**config.mk**
```make
export PLATFORM = sky130hd
export DESIGN_NAME = lsd_level_switch
export DESIGN_NICKNAME = d
export VERILOG_FILES = /design/src/design/lsd_level_switch.v
export VERILOG_INCLUDE_DIRS = /design/src /design/src/design
export SDC_FILE = /design/constraint.sdc
export NUM_CORES = 1
export LEC_CHECK = 0
export BUFFER_PORTS_ARGS = -buffer_cell sky130_fd_sc_hd__buf_4
export CORE_UTILIZATION = 27
export DETAILED_ROUTE_END_ITERATION = 16
export PLACE_DENSITY = 0.47
export SETUP_SLACK_MARGIN = 0.15
export SYNTH_ARGS = -nofsm -noshare
export SYNTH_HDL_FRONTEND = slang
export SYNTH_SLANG_ARGS = --single-unit
```
**constraint.sdc**
```tcl
create_clock -name CLK -period 4.5 [get_ports CLK]
set_input_delay 1.35 -clock CLK [delete_from_list [all_inputs] [get_ports CLK]]
set_output_delay 1.35 -clock CLK [all_outputs]
set_load 0.01 [all_outputs]
```
**src/design/lsd_regs.vh**
```
// Constants for the level switch with delay and hysteresis
`ifndef LSD_REGS_VH
`define LSD_REGS_VH
`define LSD_CLK_HZ        32'h017D_7840
`define LSD_TICK_MS       32'h0000_0064
`define LSD_MS_PER_S      32'h0000_03E8
`define LSD_UP_DEF        7'h4B
`define LSD_LO_DEF        7'h19
`define LSD_PCT_MAX       7'h64
`define LSD_DLY_DEF       10'h000
`define LSD_DLY_MAX       10'h3E8
`define LSD_DLY_STEP      10'h001
`define LSD_REP_FIRST_MS  32'h0000_03E8
`define LSD_REP_NEXT_MS   32'h0000_00C8
`define LSD_SEL_DLY_UP    2'h0
`define LSD_SEL_DLY_LO    2'h1
`define LSD_SEL_TH_UP     2'h2
`define LSD_SEL_TH_LO     2'h3
`define LSD_PROF_FSH      2'h0
`define LSD_PROF_FSL      2'h1
`define LSD_PROF_FPM      2'h2
`endif

```
**src/design/lsd_level_switch.v**
```verilog
// Level switch: threshold hysteresis, qualifying delays, button settings
`timescale 1ns/1ps
`include "lsd_regs.vh"
module lsd_level_switch #(
  parameter TICK_CYC = (`LSD_CLK_HZ / `LSD_MS_PER_S) * `LSD_TICK_MS,
  parameter FIRST_TICKS = `LSD_REP_FIRST_MS / `LSD_TICK_MS,
  parameter NEXT_TICKS  = `LSD_REP_NEXT_MS / `LSD_TICK_MS
) (
  // Clock and reset
  input  wire       CLK,
  input  wire       NRST,
  // Measured level in percent of range
  input  wire [6:0] LEVEL_PCT,
  // Front-panel buttons, asynchronous; setting select
  input  wire       BTN_UP,
  input  wire       BTN_DOWN,
  input  wire [1:0] SETTING_SEL,
  // Loop-current configuration
  input  wire [1:0] PROFILE,
  input  wire       ANALOG_MODE,
  input  wire       POLARITY_HIGH,
  // Status and settings
  output reg        COVERED,
  output reg  [9:0] UP_DELAY,
  output reg  [9:0] LO_DELAY,
  output reg  [6:0] UP_THRESH,
  output reg  [6:0] LO_THRESH,
  output reg        SHOW_DASHES,
  // Loop stage: 1 = 20 mA, 0 = 4 mA; proportional path enable
  output reg        LOOP_HIGH,
  output reg        PROP_EN
);

  // Tick divider
  reg  [31:0] tick_cnt_reg;
  reg         tick_reg;
  // Button synchronisers
  reg  [1:0]  up_sync_reg;
  reg  [1:0]  dn_sync_reg;
  // Qualifying timers
  reg  [9:0]  act_cnt_reg;
  reg  [9:0]  deact_cnt_reg;
  // Button hold and edge state
  reg  [4:0]  hold_cnt_reg;
  reg         both_done_reg;
  reg         prev_up_reg;
  reg         prev_dn_reg;
  wire        up = up_sync_reg[1];
  wire        dn = dn_sync_reg[1];
  wire        free_programming_profile = (PROFILE == `LSD_PROF_FPM);
  wire        analog = free_programming_profile & ANALOG_MODE;
  wire        edit_ok = ~analog;
  wire        above = (LEVEL_PCT > UP_THRESH);
  wire        below = (LEVEL_PCT < LO_THRESH);
  wire        single = up ^ dn;
  wire        first_press = (up & ~prev_up_reg) | (dn & ~prev_dn_reg);
  // Repeat fires on the tick that completes the hold, so the first repeat
  // lands FIRST_TICKS ticks after the press; FIRST_TICKS must not be zero
  wire        rep_armed = (hold_cnt_reg >= FIRST_TICKS[4:0] - 5'h01);
  wire        rep_step = tick_reg & rep_armed;
  wire        step = single & (first_press | rep_step) & ~both_done_reg;
  // Second button joining restarts the hold count for the toggle
  wire        both_rise = up & dn & ((up & ~prev_up_reg) | (dn & ~prev_dn_reg));
  // Toggle fires once per hold; both_done blocks it until release
  wire        toggle_now = up & dn & (hold_cnt_reg >= FIRST_TICKS[4:0]) & ~both_done_reg;
  wire        dly_sel = (SETTING_SEL == `LSD_SEL_DLY_UP) | (SETTING_SEL == `LSD_SEL_DLY_LO);

  // Clamped steps: a press past either end is ignored
  function [9:0] dly_step;
    input [9:0] v;
    input       inc;
    begin
      if (inc)
        dly_step = (v >= `LSD_DLY_MAX) ? `LSD_DLY_MAX : v + `LSD_DLY_STEP;
      else
        dly_step = (v == 10'h000) ? 10'h000 : v - `LSD_DLY_STEP;
    end
  endfunction

  function [6:0] pct_step;
    input [6:0] v;
    input       inc;
    begin
      if (inc)
        pct_step = (v >= `LSD_PCT_MAX) ? `LSD_PCT_MAX : v + 7'h01;
      else
        pct_step = (v == 7'h00) ? 7'h00 : v - 7'h01;
    end
  endfunction

  // Tenth-second tick
  // Free-running, so a delay may qualify up to one tick early
  always @(posedge CLK or negedge NRST) begin
    if (!NRST) begin
      tick_cnt_reg <= 32'h0000_0000;
      tick_reg     <= 1'b0;
    end else if (tick_cnt_reg >= TICK_CYC - 32'h0000_0001) begin
      tick_cnt_reg <= 32'h0000_0000;
      tick_reg     <= 1'b1;
    end else begin
      tick_cnt_reg <= tick_cnt_reg + 32'h0000_0001;
      tick_reg     <= 1'b0;
    end
  end

  // Button synchronisers; stage 0 feeds stage 1 only
  always @(posedge CLK or negedge NRST) begin
    if (!NRST) begin
      up_sync_reg <= 2'h0;
      dn_sync_reg <= 2'h0;
      prev_up_reg <= 1'b0;
      prev_dn_reg <= 1'b0;
    end else begin
      up_sync_reg <= {up_sync_reg[0], BTN_UP};
      dn_sync_reg <= {dn_sync_reg[0], BTN_DOWN};
      prev_up_reg <= up;
      prev_dn_reg <= dn;
    end
  end

  // Hold timing: repeat delay and both-button hold
  always @(posedge CLK or negedge NRST) begin
    if (!NRST) begin
      hold_cnt_reg  <= 5'h00;
      both_done_reg <= 1'b0;
    end else if (~up & ~dn) begin
      hold_cnt_reg  <= 5'h00;
      both_done_reg <= 1'b0;
    end else if (both_rise) begin
      hold_cnt_reg <= 5'h00;
    end else if (rep_step & single) begin
      hold_cnt_reg <= FIRST_TICKS[4:0] - NEXT_TICKS[4:0];
    end else if (tick_reg & (hold_cnt_reg < FIRST_TICKS[4:0])) begin
      hold_cnt_reg <= hold_cnt_reg + 5'h01;
    end else if (toggle_now) begin
      // Hold count parks at FIRST_TICKS while both stay down
      both_done_reg <= 1'b1;
    end
  end

  // Settings, editable only in two-state mode
  always @(posedge CLK or negedge NRST) begin
    if (!NRST) begin
      UP_DELAY  <= `LSD_DLY_DEF;
      LO_DELAY  <= `LSD_DLY_DEF;
      UP_THRESH <= `LSD_UP_DEF;
      LO_THRESH <= `LSD_LO_DEF;
    end else if (edit_ok) begin
      // Any value but zero toggles to zero; zero toggles to the maximum
      if (toggle_now & dly_sel) begin
        if (SETTING_SEL == `LSD_SEL_DLY_UP)
          UP_DELAY <= (UP_DELAY == 10'h000) ? `LSD_DLY_MAX : 10'h000;
        else
          LO_DELAY <= (LO_DELAY == 10'h000) ? `LSD_DLY_MAX : 10'h000;
      end else if (step) begin
        case (SETTING_SEL)
          `LSD_SEL_DLY_UP: UP_DELAY  <= dly_step(UP_DELAY, up);
          `LSD_SEL_DLY_LO: LO_DELAY  <= dly_step(LO_DELAY, up);
          `LSD_SEL_TH_UP:  UP_THRESH <= pct_step(UP_THRESH, up);
          default:         LO_THRESH <= pct_step(LO_THRESH, up);
        endcase
      end
    end
  end

  // Qualifying timers and covered state
  // Only one timer runs at a time: the covered state picks which
  // Both branches may write COVERED, but never in the same cycle
  always @(posedge CLK or negedge NRST) begin
    if (!NRST) begin
      act_cnt_reg   <= 10'h000;
      deact_cnt_reg <= 10'h000;
      COVERED       <= 1'b0;
    end else begin
      if (!above || COVERED) begin
        act_cnt_reg <= 10'h000;
      end else if (act_cnt_reg >= UP_DELAY) begin
        COVERED     <= 1'b1;
        act_cnt_reg <= 10'h000;
      end else if (tick_reg) begin
        act_cnt_reg <= act_cnt_reg + 10'h001;
      end
      if (!below || !COVERED) begin
        deact_cnt_reg <= 10'h000;
      end else if (deact_cnt_reg >= LO_DELAY) begin
        COVERED       <= 1'b0;
        deact_cnt_reg <= 10'h000;
      end else if (tick_reg) begin
        deact_cnt_reg <= deact_cnt_reg + 10'h001;
      end
    end
  end

  // Loop-current stage
  // Fault levels are outside this block; COVERED and polarity alone pick the level
  always @(posedge CLK or negedge NRST) begin
    if (!NRST) begin
      LOOP_HIGH   <= 1'b0;
      PROP_EN     <= 1'b0;
      SHOW_DASHES <= 1'b0;
    end else begin
      LOOP_HIGH   <= COVERED ~^ POLARITY_HIGH;
      PROP_EN     <= analog;
      SHOW_DASHES <= analog;
    end
  end

endmodule // lsd_level_switch

```
# After elaboration in Yosys (flattened, before gate mapping)
# Cells that the tools add are included.
[op_classes]
addsub = 12
n_reduce_logical = 22
bitwise = 27
n_lt_le_gt_ge = 12
mux = 43
n_eq_ne = 7
[ops]
columns = ["op", "count"]
rows = [
  ["2-to-1 mux 10 bit", 22],
  ["2-to-1 mux 7 bit", 6],
  ["adder 10 x 1 -> 10 bit (second input constant)", 4],
  ["adder 32 x 1 -> 32 bit (second input constant)", 1],
  [">= comparator 32 x 22 -> 1 bit (second input constant)", 1],
  ["2-to-1 mux 32 bit", 1],
  [">= comparator 10 bit", 2],
  [">= comparator 10 bit (second input constant)", 2],
  ["logical NOT 10 bit", 2],
  ["2-to-1 mux 5 bit", 4],
  ["subtractor 10 x 1 -> 10 bit (second input constant)", 2],
  ["AND reduction 4 bit", 4],
  ["adder 7 x 1 -> 7 bit (second input constant)", 2],
  ["bitwise AND 1 bit", 14],
  [">= comparator 7 bit (second input constant)", 2],
  ["logical NOT 7 bit", 2],
  ["subtractor 7 x 1 -> 7 bit (second input constant)", 2],
  [">= comparator 5 x 4 -> 1 bit (second input constant)", 2],
  ["2-to-1 mux 1 bit", 10],
  ["NOT 1 bit", 8],
  ["greater-than comparator 7 bit", 1],
  ["< comparator 7 bit", 1],
  ["!= test 2 bit (second input constant)", 3],
  ["nonzero test 2 bit", 3],
  ["other kinds (15)", 22],
]
[totals]
reg_bits = 102
out_inout_bits = 38
inputBits = 17

# Depth between registers and ports, before layout
[logic_depth]
ltp_word = 8
mapped_depth = 10
ltp_nobuf = 7

# Worst setup path after synthesis
# OpenSTA, ideal clock, no wires.
[synth_timing]
kind = "input to register"
start = "in ANALOG_MODE"
end = "reg UP_DELAY[4]"
setup_time_ns = 0.126
required_ns = 4.374
stages = 6
arrival_ns = 2.683
path_slack_ns = 1.691
cell_sequence = "and3b_1 -> buf_2 -> nor3_4 -> a21boi_2 -> o21ai_4 -> a221o_1"
[synth_between]
elab_chain_cells = 3
[synth_lines]
columns = ["item", "line_no", "source"]
rows = [
  ["from (decl)", "lsd_level_switch.v:20", "input wire ANALOG_MODE,"],
  ["bitwise AND 1 bit", "lsd_level_switch.v:51", "wire analog = free_programming_profile & ANALOG_MODE;"],
  ["via analog", "lsd_level_switch.v:51", ""],
  ["NOT 1 bit (no line)", "n/a", ""],
  ["AND reduction 3 bit (no line)", "n/a", ""],
  ["to (signal assigned)", "lsd_level_switch.v:144", "UP_DELAY <= `LSD_DLY_DEF;"],
  ["to (signal assigned)", "lsd_level_switch.v:152", "UP_DELAY <= (UP_DELAY == 10'h000) ? `LSD_DLY_MAX : 10'h000;"],
  ["to (signal assigned)", "lsd_level_switch.v:157", "`LSD_SEL_DLY_UP: UP_DELAY <= dly_step(UP_DELAY, up);"],
  ["to (decl)", "lsd_level_switch.v:24", "output reg [9:0] UP_DELAY,"],
]
# The timed path passes the listed nets, and every way through them passes these cells.
# A chain may end at the register's enable or synchronous reset.

# Worst setup path after layout
[layout_timing]
start = "in LEVEL_PCT[1]"
end = "reg COVERED"
[layout_between]
elab_chain_cells = 6
[layout_lines]
columns = ["item", "line_no", "source"]
rows = [
  ["from (decl)", "lsd_level_switch.v:13", "input wire [6:0] LEVEL_PCT,"],
  ["greater-than comparator 7 bit", "lsd_level_switch.v:53", "wire above = (LEVEL_PCT > UP_THRESH);"],
  ["logical NOT 1 bit", "lsd_level_switch.v:175", "if (!above || COVERED) begin"],
  ["logical OR 1 bit", "lsd_level_switch.v:175", ""],
  ["2-to-1 mux 1 bit", "lsd_level_switch.v:175", ""],
  ["2-to-1 mux 1 bit", "lsd_level_switch.v:185", "end else if (deact_cnt_reg >= LO_DELAY) begin"],
  ["2-to-1 mux 1 bit (*)", "lsd_level_switch.v:183", "if (!below || !COVERED) begin"],
  ["to (signal assigned)", "lsd_level_switch.v:173", "COVERED <= 1'b0;"],
  ["to (signal assigned)", "lsd_level_switch.v:178", "COVERED <= 1'b1;"],
  ["to (signal assigned)", "lsd_level_switch.v:186", "COVERED <= 1'b0;"],
  ["to (decl)", "lsd_level_switch.v:23", "output reg COVERED,"],
]
# Mark *: on every way between the ends. The rest lies on a longest branch, timed or not.

==> results.sh <==
export IMPL_die_width_microns=162
export IMPL_critPathMaxStageDelay_ns=0.75
export IMPL_ys_top_cells_by_count="95 x dfrtp_1, 69 x nor2_1, 51 x ha_1, 50 x inv_1, 43 x nand2_1"
export IMPL_criticalPathCategory="primary input to flip-flop"
export IMPL_antenna_cells=0
export IMPL_tns_ns=0
export IMPL_post_place_cells=1114
export IMPL_rows=58
export IMPL_postCtsSetupBuffers=0
export IMPL_die_h_microns=162
export IMPL_post_drt_wl_per_cell_microns=16.1
export IMPL_drv_cap=0
export IMPL_finalSetupViolCount=0
export IMPL_slew_headroom_pct=36.4
export IMPL_ios=55
export IMPL_clk_pin_slew_ns=0.07
export IMPL_tightest_slew_ns=0.952
export IMPL_place_congestion=0.873
export IMPL_power_total_mw=3.50
export IMPL_cp_slowest_cell="o21bai_1"
export IMPL_hold_buffers=0
export IMPL_yosysSeqAreaShare_pct=37.2
export IMPL_pre_cts_slack_ns=1.23
export IMPL_fmax_ghz=0.348
export IMPL_htreeDepth=3
export IMPL_antenna_found_initial=0
export IMPL_wirelength_mm=18.2
export IMPL_avgViaCountPerCell=5.14
export IMPL_critPathLaunchType="primary input"
export IMPL_die_area_sq_um=26100
export IMPL_ys_async_sr_fraction_pct=100
export IMPL_crit_arrival_ns=3.07
export IMPL_finalHoldViolCount=0
export IMPL_drtPass1Iterations=5
export IMPL_yosysUniqueCellTypes=88
export IMPL_stdcell_count=1130
export IMPL_yosys_register_bits=102
export IMPL_ant_nets=0
export IMPL_hpwl_mm=13.2
export IMPL_grt_max_degree=47
export IMPL_synth_edf_count=0
export IMPL_yosysTopAreaCell="dfrtp_1"
export IMPL_clock_sinks=102
export IMPL_finClkSkew_ns=0.00611
export IMPL_drv_slew=0
export IMPL_synth_most_common_cell="dfrtp_1"
export IMPL_synth_top_area_share_pct=34.5
export IMPL_cts_buffers=9
export IMPL_status="finished clean"
export IMPL_largest_reg_flops=32
export IMPL_hold_path_class="flip-flop to flip-flop"
export IMPL_cp_end_kind="flip-flop"
export IMPL_synth_area_leaders="dfrtp_1 35%, ha_1 9.3%, xnor2_1 3.9%, nor2_1 3.8%, xor2_1 2.8%"
export IMPL_drc=0
export IMPL_fin_ws_ns=1.62
export IMPL_synth_warnings=0
export IMPL_cts_tree="yes"
export IMPL_p_per_area_nw_per_um2=442
export IMPL_cts_resized=0
export IMPL_syn2layout_area_growth_pct=15.0
export IMPL_p_leak_nw=3.36
export IMPL_critPathMostFrequentCell="o21ai_0"
export IMPL_design_core_area_sq_um=25100
export IMPL_grt_setup_unrepaired="false"
export IMPL_drt_iter0_markers=412
export IMPL_grt_pass1_vias=5539
export IMPL_syn_avg_cell_area_sq_um=9.23
export IMPL_initial_core_util_pct=27.4
export IMPL_critical_path_max_fanout=11
export IMPL_critPathRequiredTime_ns=4.69
export IMPL_crit_path_cell_trace="buf_4, ha_1, nor2b_1, o21ai_0, a21oi_1, o21bai_1, o21ai_0"
export IMPL_finalNetCount=863
export IMPL_grt_usage_pct=14.4
export IMPL_post_route_min_period_ns=2.88
export IMPL_grt_pass1_wl_mm=30.0
export IMPL_cts_root_buf="clkbuf_16"
export IMPL_vias=5804
export IMPL_synth_ff_type="dfrtp_1"
export IMPL_grt_remaining_overflow=0
export IMPL_drive_gt1_share_pct=14.2
export IMPL_final_min_period_over_clock_period_pct=63.9
export IMPL_insertion_delay_ns=0.35
export IMPL_synthesis_instances=746
export IMPL_port_buffer_count=54
export IMPL_syn_area_sq_um=6880
export IMPL_clk_path_buf_depth=2
export IMPL_ir_worst_vdd_uv=145
[final cells by class]
| class | instances | area (sq um) |
|---|---|---|
| Multi-Input combinational cell | 570 | 4020 |
| Fill cell | 2704 | 17200 |
| Inverter | 52 | 195 |
| Sequential cell | 102 | 2560 |
| Clock buffer | 11 | 243 |
| Timing Repair Buffer | 60 | 450 |
| Clock inverter | 5 | 35.0 |
| Tap cell | 330 | 413 |
[cell usage in the layout (no fill, tap or decap), drive strengths merged, types with 5 or more instances in the layout]
cell / instances
a211oi: 8
a21o: 9
a21oi: 25
a221o: 6
a22o: 6
a31oi: 8
a41oi: 5
and3: 11
and4: 6
buf: 60
clkbuf: 11
conb: 10
dfrtp: 95
dfstp: 7
ha: 51
inv: 53
mux2i: 10
nand2: 43
nand2b: 8
nand3: 32
nand4: 18
nor2: 69
nor2b: 5
nor3: 29
nor4: 12
o211ai: 8
o21a: 5
o21ai: 44
o221ai: 5
o22ai: 10
or3: 7
xnor2: 31
xor2: 22
[critical path: cells and delay by family]
| family | cells | cell delay [ns] |
|---|---|---|
| AND/OR/NAND/NOR | 1 | 0.13 |
| AO/OA/AOI/OAI | 4 | 1.18 |
| adder cells (fa/ha/maj) | 1 | 0.29 |
| buffers and inverters | 1 | 0.12 |
[final timing paths]
path | from | endpoint | cells after the start | slack (ns)
max | LEVEL_PCT[1] | COVERED$_DFF_PN0_ | 7 | 1.62
min | up_sync_reg[0]$_DFF_PN0_ | up_sync_reg[1]$_DFF_PN0_ | 0 | 0.35
max reg2reg | hold_cnt_reg[0]$_DFFE_PN0P_ | UP_DELAY[0]$_DFFE_PN0P_ | 7 | 1.64
min reg2reg | up_sync_reg[0]$_DFF_PN0_ | up_sync_reg[1]$_DFF_PN0_ | 0 | 0.35
max in group asynchronous | NRST | LO_THRESH[0]$_DFFE_PN1P_ | 2 | 2.64
min in group asynchronous | NRST | LO_THRESH[2]$_DFFE_PN0P_ | 1 | 1.03
[stage by stage]
stage	utilization, %	instance area (sq um)	hold WS, ns
final	31.5	7920	0.348
after global routing	31.5	7920	0.357
after CTS	31.5	7920	0.353
after detailed placement	30.4	7640	0.335
after global placement	30.4	7640	0.333
after floorplan	-	6920	0.331
[layer usage]
layer | track usage (%) | vias to the layer above | share of wire, %
met3 | 3.22 | 13 | 4.8
met2 | 22.5 | 133 | 46
met4 | 3.52 | 0 | 1.1
met1 | 20.0 | 2824 | 48
met5 | 0 | - | 0
li1 | - | 2834 | -
[power breakdown]
part           total [mW]  switching (mW)  leakage [nW]  internal, mW
logic                1.33           0.727          1.95         0.601
clock network       0.755           0.363         0.136         0.392
registers            1.41           0.343          1.28          1.07
total                3.50            1.43          3.36          2.06
[logic make-up after synthesis]
group,count (synthesis),share of synthesized area [%]
mux,12,1.84
xor+xnor,53,6.74
fa+ha+maj,51,9.27
compound gates,189,20.8
simple gates,255,19.1
other cells,1,0.0545
flops,102,37.2
buf+inv,83,4.93
Power figures use the tool's default switching activity.
